$ cat src/adc_readout_pkg.sv
// shared constants for the serial readout control of a 16-bit converter
// assumes a 10 MHz system clock; the serial link is sampled, not clocked
package adc_readout_pkg;
    localparam int RESULT_BITS = 16;
    localparam int LEAD_ZEROS = 8;
    localparam int FRAME_EDGES = 24;
    localparam int ACQ_EDGES = 6;
    localparam logic [4:0] CNT_ACQ_END = 5'h06;
    localparam logic [4:0] CNT_DATA_START = 5'h08;
    localparam logic [4:0] CNT_FRAME_END = 5'h18;
    localparam logic [4:0] CNT_RESET = 5'h00;
    localparam logic [15:0] RESULT_RESET = 16'h0000;
    localparam int CLK_PERIOD_NS = 100;
    localparam int SELECT_HIGH_MIN_TIME_NS = 50;
    // least time rounds up, never below one cycle
    localparam int SELECT_HIGH_MIN_CYC =
        (SELECT_HIGH_MIN_TIME_NS + CLK_PERIOD_NS - 1) / CLK_PERIOD_NS;
    localparam int BUF_DEPTH = 2;
endpackage

$ cat src/sample_buffer.sv
// two-entry buffer with valid/ready on both sides
// assumes both sides on the system clock
`timescale 1ns/1ps
module sample_buffer (
    input wire logic clk_i,
    input wire logic rst_b_i,
    input wire logic in_valid_i,
    output logic in_ready_o,
    input wire logic [15:0] in_data_i,
    output logic out_valid_o,
    input wire logic out_ready_i,
    output logic [15:0] out_data_o
);
    logic [15:0] mem_reg [0:1];
    logic [15:0] mem_next [0:1];
    logic [1:0] count_reg;
    logic [1:0] count_next;
    logic push;
    logic pop;

    ////////////////////////////////////////////////////////////////////
    // next state: entry 0 is the head, data read from a register
    always_comb begin
        push = in_valid_i && (count_reg != 2'h2);
        pop = out_ready_i && (count_reg != 2'h0);
        mem_next[0] = mem_reg[0];
        mem_next[1] = mem_reg[1];
        count_next = count_reg;
        if (pop) begin
            mem_next[0] = mem_reg[1];
        end
        if (push) begin
            if (count_reg == 2'h0 || (count_reg == 2'h1 && pop)) begin
                mem_next[0] = in_data_i;
            end else begin
                mem_next[1] = in_data_i;
            end
        end
        count_next = count_reg + {1'b0, push} - {1'b0, pop};
    end

    // registers
    always_ff @(posedge clk_i or negedge rst_b_i) begin
        if (!rst_b_i) begin
            mem_reg[0] <= 16'h0000;
            mem_reg[1] <= 16'h0000;
            count_reg <= 2'h0;
        end else begin
            mem_reg[0] <= mem_next[0];
            mem_reg[1] <= mem_next[1];
            count_reg <= count_next;
        end
    end

    assign in_ready_o = (count_reg != 2'h2);
    assign out_valid_o = (count_reg != 2'h0);
    assign out_data_o = mem_reg[0];
endmodule

$ cat src/adc_serial_readout.sv
// serial readout control of a 16-bit successive-approximation converter
// assumes select and serial clock come from an outside master (async)
`timescale 1ns/1ps
module adc_serial_readout (
    input wire logic CLK_SYS_I,
    input wire logic RST_B_I,
    input wire logic CS_B_I,
    input wire logic SCLK_I,
    input wire logic [15:0] SAMPLE_CODE_I,
    output logic DOUT_O,
    output logic DOUT_OE_O,
    output logic POWERED_O,
    output logic TRACK_O,
    output logic CONVERTING_O,
    output logic RESULT_VALID_O,
    input wire logic RESULT_READY_I,
    output logic [15:0] RESULT_O
);
    typedef enum {ST_SHUTDOWN, ST_ACQUIRE, ST_CONVERT, ST_TRAIL} state_t;

    ////////////////////////////////////////////////////////////////////
    // input synchronisers
    logic cs_meta_reg;
    logic cs_sync_reg;
    logic sclk_meta_reg;
    logic sclk_sync_reg;
    logic sclk_prev_reg;
    logic cs_prev_reg;

    always_ff @(posedge CLK_SYS_I or negedge RST_B_I) begin
        if (!RST_B_I) begin
            cs_meta_reg <= 1'b1;
            cs_sync_reg <= 1'b1;
            sclk_meta_reg <= 1'b0;
            sclk_sync_reg <= 1'b0;
            sclk_prev_reg <= 1'b0;
            cs_prev_reg <= 1'b1;
        end else begin
            cs_meta_reg <= CS_B_I;
            cs_sync_reg <= cs_meta_reg;
            sclk_meta_reg <= SCLK_I;
            sclk_sync_reg <= sclk_meta_reg;
            sclk_prev_reg <= sclk_sync_reg;
            cs_prev_reg <= cs_sync_reg;
        end
    end

    logic sclk_fall;
    logic cs_fall;
    assign sclk_fall = sclk_prev_reg && !sclk_sync_reg;
    assign cs_fall = cs_prev_reg && !cs_sync_reg;

    ////////////////////////////////////////////////////////////////////
    // frame sequencer state
    state_t state_reg;
    state_t state_next;
    logic [4:0] edge_cnt_reg;
    logic [4:0] edge_cnt_next;
    logic [15:0] sample_reg;
    logic [15:0] sample_next;
    logic [15:0] shift_reg;
    logic [15:0] shift_next;
    logic dout_reg;
    logic dout_next;
    logic oe_reg;
    logic oe_next;
    logic push;
    logic buf_ready;
    logic buf_valid;
    logic [15:0] buf_data;

    // next values of the sequencer
    always_comb begin
        state_next = state_reg;
        edge_cnt_next = edge_cnt_reg;
        sample_next = sample_reg;
        shift_next = shift_reg;
        dout_next = dout_reg;
        oe_next = oe_reg;
        push = 1'b0;
        if (cs_sync_reg) begin
            // select high aborts or ends the frame, clears the sequencer; buffered results are kept
            state_next = ST_SHUTDOWN;
            edge_cnt_next = adc_readout_pkg::CNT_RESET;
            sample_next = adc_readout_pkg::RESULT_RESET;
            shift_next = adc_readout_pkg::RESULT_RESET;
            dout_next = 1'b0;
            oe_next = 1'b0;
        end else begin
            case (state_reg)
                ST_SHUTDOWN: begin
                    if (cs_fall) begin
                        state_next = ST_ACQUIRE;
                        oe_next = 1'b1;
                        dout_next = 1'b0;
                        edge_cnt_next = adc_readout_pkg::CNT_RESET;
                    end
                end
                ST_ACQUIRE: begin
                    if (sclk_fall) begin
                        edge_cnt_next = edge_cnt_reg + 5'h01;
                        if (edge_cnt_reg + 5'h01 ==
                            adc_readout_pkg::CNT_ACQ_END) begin
                            // hold the input code, begin converting
                            sample_next = SAMPLE_CODE_I;
                            state_next = ST_CONVERT;
                        end
                    end
                end
                ST_CONVERT: begin
                    if (sclk_fall) begin
                        edge_cnt_next = edge_cnt_reg + 5'h01;
                        if (edge_cnt_reg + 5'h01 ==
                            adc_readout_pkg::CNT_DATA_START) begin
                            dout_next = sample_reg[15];
                            shift_next = {sample_reg[14:0], 1'b0};
                        end else if (edge_cnt_reg + 5'h01 >
                                     adc_readout_pkg::CNT_DATA_START) begin
                            dout_next = shift_reg[15];
                            shift_next = {shift_reg[14:0], 1'b0};
                        end else begin
                            dout_next = 1'b0;
                        end
                        if (edge_cnt_reg + 5'h01 ==
                            adc_readout_pkg::CNT_FRAME_END) begin
                            state_next = ST_TRAIL;
                            push = buf_ready;
                        end
                    end
                end
                ST_TRAIL: begin
                    if (sclk_fall) begin
                        dout_next = 1'b0;
                    end
                end
                default: begin
                    state_next = ST_SHUTDOWN;
                end
            endcase
        end
    end

    // sequencer registers
    always_ff @(posedge CLK_SYS_I or negedge RST_B_I) begin
        if (!RST_B_I) begin
            state_reg <= ST_SHUTDOWN;
            edge_cnt_reg <= adc_readout_pkg::CNT_RESET;
            sample_reg <= adc_readout_pkg::RESULT_RESET;
            shift_reg <= adc_readout_pkg::RESULT_RESET;
            dout_reg <= 1'b0;
            oe_reg <= 1'b0;
        end else begin
            state_reg <= state_next;
            edge_cnt_reg <= edge_cnt_next;
            sample_reg <= sample_next;
            shift_reg <= shift_next;
            dout_reg <= dout_next;
            oe_reg <= oe_next;
        end
    end

    ////////////////////////////////////////////////////////////////////
    // finished results wait here for the user side
    sample_buffer u_buf (
        .clk_i(CLK_SYS_I),
        .rst_b_i(RST_B_I),
        .in_valid_i(push),
        .in_ready_o(buf_ready),
        .in_data_i(sample_reg),
        .out_valid_o(buf_valid),
        .out_ready_i(RESULT_READY_I && !RESULT_VALID_O),
        .out_data_o(buf_data)
    );

    // output stage; every output from a flip-flop
    logic res_valid_reg;
    logic res_valid_next;
    logic [15:0] res_reg;
    logic [15:0] res_next;

    always_comb begin
        res_valid_next = res_valid_reg;
        res_next = res_reg;
        if (res_valid_reg && RESULT_READY_I) begin
            res_valid_next = 1'b0;
        end
        if (!res_valid_reg && buf_valid && RESULT_READY_I) begin
            res_valid_next = 1'b1;
            res_next = buf_data;
        end
    end

    always_ff @(posedge CLK_SYS_I or negedge RST_B_I) begin
        if (!RST_B_I) begin
            res_valid_reg <= 1'b0;
            res_reg <= adc_readout_pkg::RESULT_RESET;
            POWERED_O <= 1'b0;
            TRACK_O <= 1'b0;
            CONVERTING_O <= 1'b0;
        end else begin
            res_valid_reg <= res_valid_next;
            res_reg <= res_next;
            POWERED_O <= !cs_sync_reg;
            TRACK_O <= (state_next == ST_ACQUIRE);
            CONVERTING_O <= (state_next == ST_CONVERT);
        end
    end

    assign DOUT_O = dout_reg;
    assign DOUT_OE_O = oe_reg;
    assign RESULT_VALID_O = res_valid_reg;
    assign RESULT_O = res_reg;

    ////////////////////////////////////////////////////////////////////
    // checks
    property p_hiz_when_high;
        @(posedge CLK_SYS_I) disable iff (!RST_B_I)
        cs_sync_reg |=> !DOUT_OE_O;
    endproperty
    a_hiz_when_high: assert property (p_hiz_when_high)
        else $error("output driven while select high");

    property p_fall_drives_low;
        @(posedge CLK_SYS_I) disable iff (!RST_B_I)
        (cs_fall && state_reg == ST_SHUTDOWN) |=> (DOUT_OE_O && !DOUT_O);
    endproperty
    a_fall_drives_low: assert property (p_fall_drives_low)
        else $error("select fall did not drive low");

    property p_acq_end;
        @(posedge CLK_SYS_I) disable iff (!RST_B_I)
        (!cs_sync_reg && state_reg == ST_ACQUIRE && sclk_fall &&
         edge_cnt_reg == adc_readout_pkg::CNT_ACQ_END - 5'h01) |=>
        (state_reg == ST_CONVERT);
    endproperty
    a_acq_end: assert property (p_acq_end)
        else $error("conversion not started at sixth edge");

    property p_msb_first;
        @(posedge CLK_SYS_I) disable iff (!RST_B_I)
        (!cs_sync_reg && sclk_fall &&
         edge_cnt_reg == adc_readout_pkg::CNT_DATA_START - 5'h01 &&
         state_reg == ST_CONVERT) |=> (DOUT_O == $past(sample_reg[15]));
    endproperty
    a_msb_first: assert property (p_msb_first)
        else $error("msb not presented after eighth edge");

    property p_lead_zeros;
        @(posedge CLK_SYS_I) disable iff (!RST_B_I)
        (edge_cnt_reg < adc_readout_pkg::CNT_DATA_START) |-> !DOUT_O;
    endproperty
    a_lead_zeros: assert property (p_lead_zeros)
        else $error("leading bit not zero");

    property p_trail_zero;
        @(posedge CLK_SYS_I) disable iff (!RST_B_I)
        (state_reg == ST_TRAIL && sclk_fall) |=> !DOUT_O;
    endproperty
    a_trail_zero: assert property (p_trail_zero)
        else $error("trailing bit not zero");

    property p_reset_on_high;
        @(posedge CLK_SYS_I) disable iff (!RST_B_I)
        cs_sync_reg |=> (edge_cnt_reg == adc_readout_pkg::CNT_RESET &&
                         state_reg == ST_SHUTDOWN);
    endproperty
    a_reset_on_high: assert property (p_reset_on_high)
        else $error("select high did not reset");

    property p_abort;
        @(posedge CLK_SYS_I) disable iff (!RST_B_I)
        (state_reg == ST_CONVERT && cs_sync_reg) |=> !CONVERTING_O;
    endproperty
    a_abort: assert property (p_abort)
        else $error("conversion not aborted");

    property p_count_clear;
        @(posedge CLK_SYS_I) disable iff (!RST_B_I)
        (cs_sync_reg ##1 cs_sync_reg) |->
        edge_cnt_reg == adc_readout_pkg::CNT_RESET;
    endproperty
    a_count_clear: assert property (p_count_clear)
        else $error("edge count not cleared");

    property p_powered;
        @(posedge CLK_SYS_I) disable iff (!RST_B_I)
        !cs_sync_reg |=> POWERED_O;
    endproperty
    a_powered: assert property (p_powered)
        else $error("not powered with select low");

    property p_fall_change_only;
        @(posedge CLK_SYS_I) disable iff (!RST_B_I)
        (!sclk_fall && !cs_fall && !cs_sync_reg) |=> $stable(DOUT_O);
    endproperty
    a_fall_change_only: assert property (p_fall_change_only)
        else $error("output changed away from falling edge");
endmodule

$ cat config.mk
export PLATFORM = sky130hd
export DESIGN_NAME = adc_serial_readout
export DESIGN_NICKNAME = d
export VERILOG_FILES = /design/src/adc_readout_pkg.sv /design/src/sample_buffer.sv /design/src/adc_serial_readout.sv
export SDC_FILE = /design/constraint.sdc
export NUM_CORES = 1
export LEC_CHECK = 0
export BUFFER_PORTS_ARGS = -buffer_cell sky130_fd_sc_hd__buf_4
export CAP_MARGIN = 10
export CORE_MARGIN = 1
export CORE_UTILIZATION = 55
export CTS_CLUSTER_DIAMETER = 30
export DETAILED_ROUTE_END_ITERATION = 16
export PLACE_DENSITY = 0.83
export SKIP_LAST_GASP = 1
export SYNTH_ARGS = -nofsm -noshare
export SYNTH_HDL_FRONTEND = slang
export SYNTH_SLANG_ARGS = --single-unit
export TNS_END_PERCENT = 50
$ cat constraint.sdc
create_clock -name CLK_SYS_I -period 3 [get_ports CLK_SYS_I]
set_input_delay 0.3 -clock CLK_SYS_I [delete_from_list [all_inputs] [get_ports CLK_SYS_I]]
set_output_delay 0.3 -clock CLK_SYS_I [all_outputs]
set_load 0.005 [all_outputs]
## After elaboration in Yosys (flattened, before gate mapping)

Index checks and enable logic that the tools add are counted.

- Flip-flop bits (word level): 131
- Input port bits: 21
- Bits in writable memories: 0
- Output and inout bits: 22
- Memories kept: 0
- Bits in latches: 0
- Memory bits (read-only): 0
- Word-level logic and storage cells: 112

- Bitwise operators: 1
- $lt $le $gt $ge: 1
- Multipliers: 0
- Shifts and indexed selects: 0
- Add/sub/neg operators: 3
- Muxes and demuxes: 40
- Div/mod/pow operators: 0
- Reduce and logical (&&, ||, !) cells: 33
- Equal/unequal tests: 14

Operators with widths:

| operator | count |
|---|---|
| $mux W32 | 7 |
| $mux W16 | 12 |
| $pmux W32 S4 | 1 |
| $eq A32 B2 Y1 const B | 3 |
| $eq A32 B1 Y1 const B | 1 |
| $eq A32 B3 Y1 const B | 1 |
| $logic_not A32 Y1 | 1 |
| $reduce_bool A2 Y1 | 8 |
| $mux W1 | 15 |
| $mux W5 | 3 |
| $pmux W5 S2 | 1 |
| $logic_and A1 B1 Y1 | 9 |
| $ne A3 B3 Y1 const B | 3 |
| $reduce_and A3 Y1 | 3 |
| $reduce_bool A3 Y1 | 2 |
| $add A5 B1 Y5 const B | 1 |
| $eq A5 B3 Y1 const B | 1 |
| $eq A5 B4 Y1 const B | 1 |
| $eq A5 B5 Y1 const B | 1 |
| $gt A5 B4 Y1 const B | 1 |
| $reduce_and A2 Y1 | 2 |
| $reduce_and A4 Y1 | 1 |
| $reduce_bool A4 Y1 | 1 |
| $logic_not A1 Y1 | 3 |
| other kinds (10) | 10 |

## Depth between registers and ports, before layout

Gate-level depths: netlist (run 1).

- Depth in word-level cells: 9
- Gate-level depth with buffers: 9

## Hierarchy

A second synthesis (run 1) with hierarchy kept.

- Cells, all modules: 435
- Area total of the unflattened synthesis: 5661.7 um2

Modules (own cells, without submodules):

| module | cells each | area an instance (um2) | seq. area each (um2) | times used |
|---|---|---|---|---|
| adc_serial_readout | 318 | 3910.0 | 2406.1 | 1 |
| sample_buffer | 117 | 1751.7 | 850.8 | 1 |

## Worst setup path before layout (run 1)

OpenSTA, ideal clock, no wires.

- Path kind: flip-flop to flip-flop
- Start point: register edge_cnt_reg[0]
- End point: register sample_reg[10]
- Setup slack: 672 ps
- Arrival time: 2249 ps
- Library setup time: 79 ps
- Stages on the path, launching flop included: 8
- Period minus slack after synthesis: 2328 ps
- Buffers on the path: 1
- Required time: 2921 ps
- Path through: dfrtp_1 -> ha_1 -> xor2_1 -> a2bb2oi_2 -> or4_4 -> nor3_4 -> buf_8 -> mux2i_1

- Word-level cells in the longest chain between the ends: 4

RTL lines:

| item | line | source |
|---|---|---|
| start, declared | adc_serial_readout.sv:57 | `logic [4:0] edge_cnt_reg;` |
| start signal, assigned | adc_serial_readout.sv:147 | `edge_cnt_reg <= adc_readout_pkg::CNT_RESET;` |
| start signal, assigned | adc_serial_readout.sv:154 | `edge_cnt_reg <= edge_cnt_next;` |
| $add A5 B1 Y5 | adc_serial_readout.sv:102 | `if (edge_cnt_reg + 5'h01 ==` |
| $eq A5 B3 Y1 | adc_serial_readout.sv:102 |  |
| $reduce_bool A2 Y1 (no source line) | -- |  |
| $reduce_and A3 Y1 (no source line) | -- |  |
| end signal, assigned | adc_serial_readout.sv:148 | `sample_reg <= adc_readout_pkg::RESULT_RESET;` |
| end signal, assigned | adc_serial_readout.sv:155 | `sample_reg <= sample_next;` |
| end, declared | adc_serial_readout.sv:59 | `logic [15:0] sample_reg;` |

Every way passes these cells.
A chain may end at the register's enable or synchronous reset.

## Worst setup path after layout (run 1)

- Start point: register edge_cnt_reg[0]
- End point: register sample_reg[5]

Same word-level chain as after synthesis.

==> flow_summary.json, run 1 <==
{
  "worst_slew_margin_rel": 0.4459,
  "count_of_flip_flops_with_a_built_in_enable_after_synthesis": 0,
  "die_h_um": 101.6,
  "post_drt_via_cell_ratio": 5.600,
  "report.final.slew_viol_count": 0,
  "top_usage_layer": "met2",
  "layout.area.seq_um2": 3257,
  "outcome": "finished clean",
  "cts_tree": "yes",
  "clock_tree.htree_level_count": 4,
  "finalWorstSetupSlack_ns": 0.4585,
  "synth_common_cells": "127 x sky130_fd_sc_hd__dfrtp_1, 41 x sky130_fd_sc_hd__mux2_1, 41 x sky130_fd_sc_hd__nand2_1",
  "dpl_cell_area_um2": 6012,
  "grt_start_max_net_pins": 52,
  "rsz0062_at_grt": "false",
  "drive_gt1_frac": 0.2343,
  "r2r-end": "sample_reg[5]",
  "synth_top_area_cell": "sky130_fd_sc_hd__dfrtp_1",
  "synth_seq_area_share": 0.5970,
  "drc": 0,
  "endpoint_with_the_worst_hold_slack": "sample_reg[11]",
  "buffer_count_from_post_cts_setup_fixing": 0,
  "worst-slew-pin-transition_ns": 0.8291,
  "numCtsBuffers": 17,
  "synthCells": 416,
  "vdd_drop_max_uv": 455.4,
  "finalHoldWorstSlack_ns": 0.04020,
  "timing.clock.skew_ns": 0.005908,
  "layout-area-overhead-vs-synth_pct": 21.77,
  "timing.final.crit_period_ns": 2.541,
  "timing_worst_setup_path_type": "flop to flop",
  "final_net_count": 520,
  "netlist_top_cells_area": "sky130_fd_sc_hd__dfrtp_1 58%, sky130_fd_sc_hd__mux2_1 8.5%, sky130_fd_sc_hd__mux2i_1 5.5%",
  "antennaDiodeCount": 0,
  "setup-tns-final_ns": 0,
  "report.final.setup_viol": 0,
  "groute.layer.met1.usage": 0.3121,
  "worstHoldStart": "SAMPLE_CODE_I[11]",
  "fill_cell_count": 631,
  "grt_antenna_before_repair": 0,
  "setup.worst_path.end_class": "flop",
  "worstRegToRegCells": 7,
  "fp.dieArea_um2": 10320,
  "crit_required_ns": 3.43,
  "yosysWarningCount": 0,
  "worstHoldPathType": "input port to flop",
  "place_inst": 602,
  "use_met3": 0.05383,
  "power_per_unit_of_standard_cell_area_nw_per_um2": 631.2,
  "cp_max_fo": 11,
  "r2r_slack_ns": 0.46,
  "synth_area_um2": 5455,
  "postSynthAreaPerCell_um2": 13.11,
  "gr-total-overflow": 0,
  "chipWidth_um": 101.6,
  "clock_sinks": 130,
  "cts.clk_slew.worst_paths_ns": 0.06,
  "worstHoldPathCells": 3,
  "grt_util_met2": 0.3846,
  "grt_pass1_wl_mm": 18.09,
  "vias": 3567,
  "synth.lib_cells_used.distinct": 50,
  "cap_viol_max_count": 0,
  "area_of_the_core_region_um2": 9415,
  "r2r-start": "edge_cnt_reg[0]",
  "synth_flop_cell": "sky130_fd_sc_hd__dfrtp_1",
  "finished_layout_cell_area_um2": 6643,
  "largest_register_ffs": 32,
  "setup_slack_placement_ns": 0.5147,
  "std_cell_rows": 35,
  "utilization": 0.7055,
  "first_global_vias": 3548,
  "final_cells": 637,
  "synth_top_cell_area_share": 0.5826,
  "power.leakage_nw": 3.169,
  "data_arrival_critical_path_ns": 2.97,
  "pin_count": 43,
  "multi_input_gate_area_in_the_final_layout_um2": 2168,
  "number_of_detailed_route_iterations_in_the_first_pass": 5,
  "timing.final.crit_share": 0.8472,
  "clock_latency_ns": 0.51,
  "cts.root.buffer_cell": "sky130_fd_sc_hd__clkbuf_8",
  "ys_seq_elements": 130,
  "cp-start-kind": "flop",
  "post-layout-total-power_mw": 4.193,
  "synthArstFlopShare": 1.000,
  "clock_path_buffers": 2,
  "fmax_ghz": 0.3935,
  "finalWeightedCongestion": 0.9473,
  "dp.final_hpwl_mm": 6.653,
  "synth.most_common_cell": "sky130_fd_sc_hd__dfrtp_1",
  "antenna_violating_nets_post_route": 0,
  "io_buffer_count": 42,
  "wl_per_cell_um": 17.00,
  "grt_resource_usage_total": 0.2390,
  "wl_mm": 10.83,
  "initialDrtViolationCount": 260,
  "hold_viol_final": 0,
  "initial_util": 0.5794
}
## layer usage
metal | wire [µm] | share of wire
met2 | 5483 | 0.51
met4 | 214 | 0.020
met5 | 0 | 0
met1 | 4546 | 0.42
met3 | 587 | 0.054
## where the power goes
part           internal [mW]  total, mW  switching [mW]
Combinational          0.122      0.297           0.175
Clock                   1.31       2.06           0.751
Sequential              1.80       1.84          0.0341
Total                   3.23       4.19           0.960
## area by class of cell
type                    count  share of cell area
well taps                 129             0.02430
inverters                   6            0.003390
flip-flops and latches    130              0.4903
clock inverters            13             0.02392
repair buffers             55             0.06517
multi-input cells         285              0.3264
clock buffers              19             0.06649
## critical path: stages (launching register included)
cell and delay [ns]:
sky130_fd_sc_hd__dfrtp_1 0.50, sky130_fd_sc_hd__ha_1 0.35, sky130_fd_sc_hd__xor2_1 0.20, sky130_fd_sc_hd__a2bb2oi_2 0.19, sky130_fd_sc_hd__or4_4 0.56, sky130_fd_sc_hd__nor3_4 0.16, sky130_fd_sc_hd__buf_4 0.26, sky130_fd_sc_hd__mux2i_1 0.23
## layout by cell type (no fill, tap or decap), types with 3 or more instances in the layout
| cell type | synthesis | layout |
|---|---|---|
| sky130_fd_sc_hd__a21boi_1 | 3 | 3 |
| sky130_fd_sc_hd__a21oi_1 | 19 | 19 |
| sky130_fd_sc_hd__a311oi_1 | 14 | 14 |
| sky130_fd_sc_hd__and3_1 | 4 | 4 |
| sky130_fd_sc_hd__buf_4 | 0 | 51 |
| sky130_fd_sc_hd__bufinv_16 | 0 | 3 |
| sky130_fd_sc_hd__clkbuf_16 | 0 | 16 |
| sky130_fd_sc_hd__clkbuf_8 | 0 | 3 |
| sky130_fd_sc_hd__clkinv_2 | 0 | 4 |
| sky130_fd_sc_hd__clkinvlp_4 | 0 | 3 |
| sky130_fd_sc_hd__conb_1 | 1 | 30 |
| sky130_fd_sc_hd__dfrtp_1 | 127 | 127 |
| sky130_fd_sc_hd__dfstp_2 | 3 | 3 |
| sky130_fd_sc_hd__dlygate4sd3_1 | 0 | 3 |
| sky130_fd_sc_hd__ha_1 | 4 | 4 |
| sky130_fd_sc_hd__inv_1 | 6 | 6 |
| sky130_fd_sc_hd__mux2_1 | 41 | 41 |
| sky130_fd_sc_hd__mux2_2 | 23 | 23 |
| sky130_fd_sc_hd__mux2i_1 | 30 | 30 |
| sky130_fd_sc_hd__nand2_1 | 41 | 41 |
| sky130_fd_sc_hd__nand2b_1 | 5 | 5 |
| sky130_fd_sc_hd__nand3_1 | 4 | 4 |
| sky130_fd_sc_hd__nand4_1 | 4 | 4 |
| sky130_fd_sc_hd__nor2_1 | 12 | 11 |
| sky130_fd_sc_hd__nor3_1 | 3 | 3 |
| sky130_fd_sc_hd__nor4_1 | 9 | 9 |
| sky130_fd_sc_hd__o21ai_0 | 3 | 3 |
| sky130_fd_sc_hd__xnor2_1 | 3 | 3 |
## worst max-delay path by stage
stage | start | to | cells after the start
6_report | edge_cnt_reg[0] | sample_reg[5] | 7
5_1_grt | edge_cnt_reg[0] | sample_reg[7] | 7
4_1_cts | edge_cnt_reg[0] | sample_reg[5] | 7
3_5_place_dp | edge_cnt_reg[0] | sample_reg[7] | 7
3_3_place_gp | edge_cnt_reg[0] | sample_reg[2] | 7
2_1_floorplan | edge_cnt_reg[0] | sample_reg[10] | 7
## what timing repair did
item / in CTS / in global routing
hold buffers: 3 / 0
endpoints found under the hold margin: 50 / 0
resized for setup: 0 / 0
## kinds of logic after synthesis
logic type      Yosys count  share of synthesized area
flops                   130                     0.5970
mux                      94                     0.1872
simple gates             93                    0.09243
compound gates           59                    0.07959
buf+inv                  30                    0.02592
xor+xnor                  5                   0.008029
fa+ha+maj                 4                   0.009175
other cells               1                  0.0006874
Note: power is estimated with default switching activity, not from simulation.
==> run 2, diff against run 1 <==
--- a/config.mk
+++ b/config.mk
@@ -5,13 +5,14 @@
 export SDC_FILE = /design/constraint.sdc
 export NUM_CORES = 1
 export LEC_CHECK = 0
+export ABC_AREA = 1
 export BUFFER_PORTS_ARGS = -buffer_cell sky130_fd_sc_hd__buf_4
 export CAP_MARGIN = 10
 export CORE_MARGIN = 1
-export CORE_UTILIZATION = 55
+export CORE_UTILIZATION = 54
 export CTS_CLUSTER_DIAMETER = 30
 export DETAILED_ROUTE_END_ITERATION = 16
-export PLACE_DENSITY = 0.83
+export PLACE_DENSITY = 0.85
 export SKIP_LAST_GASP = 1
 export SYNTH_ARGS = -nofsm -noshare
 export SYNTH_HDL_FRONTEND = slang
==> constraint.sdc (replaced) <==
create_clock -name CLK_SYS_I -period 2.3 [get_ports CLK_SYS_I]
set_input_delay 0.23 -clock CLK_SYS_I [delete_from_list [all_inputs] [get_ports CLK_SYS_I]]
set_output_delay 0.23 -clock CLK_SYS_I [all_outputs]
set_load 0.005 [all_outputs]
==> run 2 against run 1 <==
Against the previous run: combinational power increased by 82%; sequential share of layout area down 2.9 points; global-route usage fell by 0.37 points; via count grew 28%; wire length increased by 12%; critical path depth up 6; critical endpoint is now u_buf.count_reg[1]; hold slack improved by 0.28 ns; non-clock buffer count is 15 higher; power increased by 28%; final cell count grew 40%; largest cell class unchanged; highest routed layer unchanged; design area increased by 6.2%; critical path type unchanged.
==> flow_summary.json, run 2 <==
{
  "synth_common_cells": "245 x sky130_fd_sc_hd__nand2_1, 127 x sky130_fd_sc_hd__dfrtp_1, 51 x sky130_fd_sc_hd__inv_1",
  "synth.most_common_cell": "sky130_fd_sc_hd__nand2_1",
  "largest_register_ffs": 32,
  "hold_viol_final": 0,
  "yosysWarningCount": 0,
  "cp_max_fo": 6,
  "antenna_violating_nets_post_route": 0,
  "parity_gate_share_of_the_synthesized_area_counting_xor_and_xnor_cells": 0.003021,
  "grt_start_max_net_pins": 131,
  "fmax_ghz": 0.4744,
  "wl_mm": 12.15,
  "setup.worst_path.end_class": "flop",
  "area_fraction_in_compound_gates_after_synthesis": 0.08351,
  "initial_util": 0.5591,
  "grt_resource_usage_total": 0.2352,
  "clock_sinks": 130,
  "synth_top_family_by_area": "simple AND/OR/NAND/NOR gates",
  "synthCells": 649,
  "area_of_the_core_region_um2": 10370,
  "ys_seq_elements": 130,
  "layout-area-overhead-vs-synth_pct": 21.67,
  "highest_delay_cell_along_the_critical_path": "sky130_fd_sc_hd__dfrtp_1",
  "antennaDiodeCount": 0,
  "clock_tree.htree_level_count": 4,
  "outcome": "finished clean",
  "drc": 0,
  "buffer_count_from_post_cts_setup_fixing": 0,
  "netlist_top_cells_area": "sky130_fd_sc_hd__dfrtp_1 55%, sky130_fd_sc_hd__nand2_1 16%, sky130_fd_sc_hd__o21ai_2 3.5%",
  "crit_required_ns": 2.74,
  "rsz0062_at_grt": "false",
  "setup-tns-final_ns": 0,
  "synth_adder_area_share": 0.008632,
  "die_h_um": 105.6,
  "initialDrtViolationCount": 381,
  "clock_latency_ns": 0.52,
  "synthArstFlopShare": 1.000,
  "mostFrequentLayoutCell": "sky130_fd_sc_hd__nand2_1",
  "worst-slew-pin-transition_ns": 0.6923,
  "postSynthAreaPerCell_um2": 8.934,
  "critical_path.most_common_cell": "sky130_fd_sc_hd__nand2_1",
  "synth_area_um2": 5798,
  "cp-start-kind": "flop",
  "final_cells": 894,
  "synth_simple_gate_area_frac": 0.2795,
  "timing.final.crit_period_ns": 2.108,
  "report.final.setup_viol": 0,
  "vdd_drop_max_uv": 670.7,
  "final_net_count": 772,
  "grt_antenna_before_repair": 0,
  "utilization": 0.6803,
  "count_of_flip_flops_with_a_built_in_enable_after_synthesis": 0,
  "cts.clk_slew.worst_paths_ns": 0.06,
  "timing.final.crit_share": 0.9165,
  "power.leakage_nw": 3.573,
  "timing.clock.skew_ns": 0.01131,
  "cts.root.buffer_cell": "sky130_fd_sc_hd__clkbuf_8",
  "synth_flop_cell": "sky130_fd_sc_hd__dfrtp_1",
  "pin_count": 43,
  "chipWidth_um": 105.6,
  "timing_worst_setup_path_type": "flop to flop",
  "finished_layout_cell_area_um2": 7054,
  "power_per_unit_of_standard_cell_area_nw_per_um2": 760.4,
  "synth_top_area_cell": "sky130_fd_sc_hd__dfrtp_1",
  "cap_viol_max_count": 0,
  "data_arrival_critical_path_ns": 2.55,
  "synth_top_cell_area_share": 0.5481,
  "synth_seq_area_share": 0.5617,
  "std_cell_rows": 37,
  "first_global_vias": 4497,
  "number_of_detailed_route_iterations_in_the_first_pass": 6,
  "fp.dieArea_um2": 11160,
  "worstHoldPathType": "input port to asynchronous set/reset pin",
  "vias": 4562,
  "synth.lib_cells_used.distinct": 33,
  "r2r_slack_ns": 0.19,
  "finalWeightedCongestion": 0.9246,
  "drive_gt1_frac": 0.1953,
  "post_drt_via_cell_ratio": 5.103,
  "io_buffer_count": 42,
  "dp.final_hpwl_mm": 7.648,
  "gr-total-overflow": 0,
  "synth.area.mux_share": 0,
  "clock_path_buffers": 2,
  "worst_slew_margin_rel": 0.5385,
  "numCtsBuffers": 17,
  "place_inst": 844,
  "dpl_cell_area_um2": 6319,
  "layout.cells.most_common_list": "245 x sky130_fd_sc_hd__nand2_1, 127 x sky130_fd_sc_hd__dfrtp_1, 51 x sky130_fd_sc_hd__inv_1, 48 x sky130_fd_sc_hd__buf_4, 39 x sky130_fd_sc_hd__nor2_1",
  "cts_tree": "yes",
  "post-layout-total-power_mw": 5.364,
  "worstPathCellList": "ha_1, nand2_1, inv_2, nand2_1, nand2_1, nand2_2, nand2_2, nor2_2, nand2_4, nor3_1, ha_1, xnor2_1, xor2_1",
  "report.final.slew_viol_count": 0,
  "cp_slowest_stage_delay_ns": 0.44,
  "wl_per_cell_um": 13.59,
  "grt_pass1_wl_mm": 20.29
}
==> run 2: cell count changes after synthesis, sizes merged, moves of 5 or more <==
cell | before | now
mux2 | 64 | 0
inv | 6 | 55
o21ai | 4 | 63
nor2 | 13 | 50
mux2i | 30 | 0
a311oi | 14 | 0
nand3 | 4 | 31
a21oi | 19 | 3
clkbuf | 14 | 5
nor4 | 9 | 0
a21boi | 3 | 9
nand2 | 41 | 269
nand2b | 5 | 0
==> run 2: what timing repair did <==
| action | in CTS | in global routing |
|---|---|---|
| resized for setup | 0 | 1 |
| hold buffers | 20 | 0 |
| endpoints found under the hold margin | 146 | 0 |
| setup endpoints to repair | 0 | 1 |
==> run 2: cells by family (layout without fill, tap and decap cells) <==
group	Yosys count	after routing
AO/OA/AOI/OAI	75	75
adder cells (fa/ha/maj)	4	4
XOR/XNOR	2	2
flip-flops	130	130
other	1	30
AND/OR/NAND/NOR	360	360
buffers and inverters	77	157
==> run 2: routing by layer <==
layer	track usage	wire, µm	vias to the layer above
met5	0	0	-
met4	0.1131	338	0
met3	0.05999	681	37
met2	0.3788	6071	181
met1	0.2982	5058	2150
li1	-	-	2194
==> run 2: path summary, 6_finish.rpt <==
path,startpoint,to,cells past startpoint
worst max register to register,edge_cnt_reg[0],u_buf.count_reg[1],13
worst max-delay path,edge_cnt_reg[0],u_buf.count_reg[1],13
worst min-delay path,RST_B_I,state_reg[10],3
worst min register to register,cs_meta_reg,cs_sync_reg,0
max in group asynchronous,RST_B_I,shift_reg[11],3
min in group CLK_SYS_I,cs_meta_reg,cs_sync_reg,0
==> run 2: final cells by class <==
type	instances	area (µm²)
Inverter	57	219.0
Timing Repair Buffer	70	591.8
Sequential cell	130	3257
Fill cell	754	3316
Multi-Input combinational cell	471	2285
Clock buffer	23	446.7
Clock inverter	7	85.08
Tap cell	136	170.2
==> run 2: critical path, delay by kind of cell (launching register included) <==
family        cells  cell delay, ns
flops             1            0.44
buf+inv           1            0.06
xor+xnor          2            0.30
simple gates      8            0.77
fa+ha+maj         2            0.47
==> run 2: per-stage QoR <==
stage | hold slack, ns | setup WS [ns]
floorplan | -0.06559 | 0.3520
global placement | 0.3376 | 0.3520
detailed placement | 0.3388 | 0.2409
CTS | 0.3364 | 0.1671
global route | 0.3523 | 0.04423
finish | 0.3202 | 0.1921
==> run 2: report_power, final <==
group / internal (mW) / switching, mW / total, mW / leakage, nW
clock: 1.55 / 0.896 / 2.44 / 0.265
sequential: 2.35 / 0.0273 / 2.38 / 1.72
combinational: 0.154 / 0.388 / 0.542 / 1.59
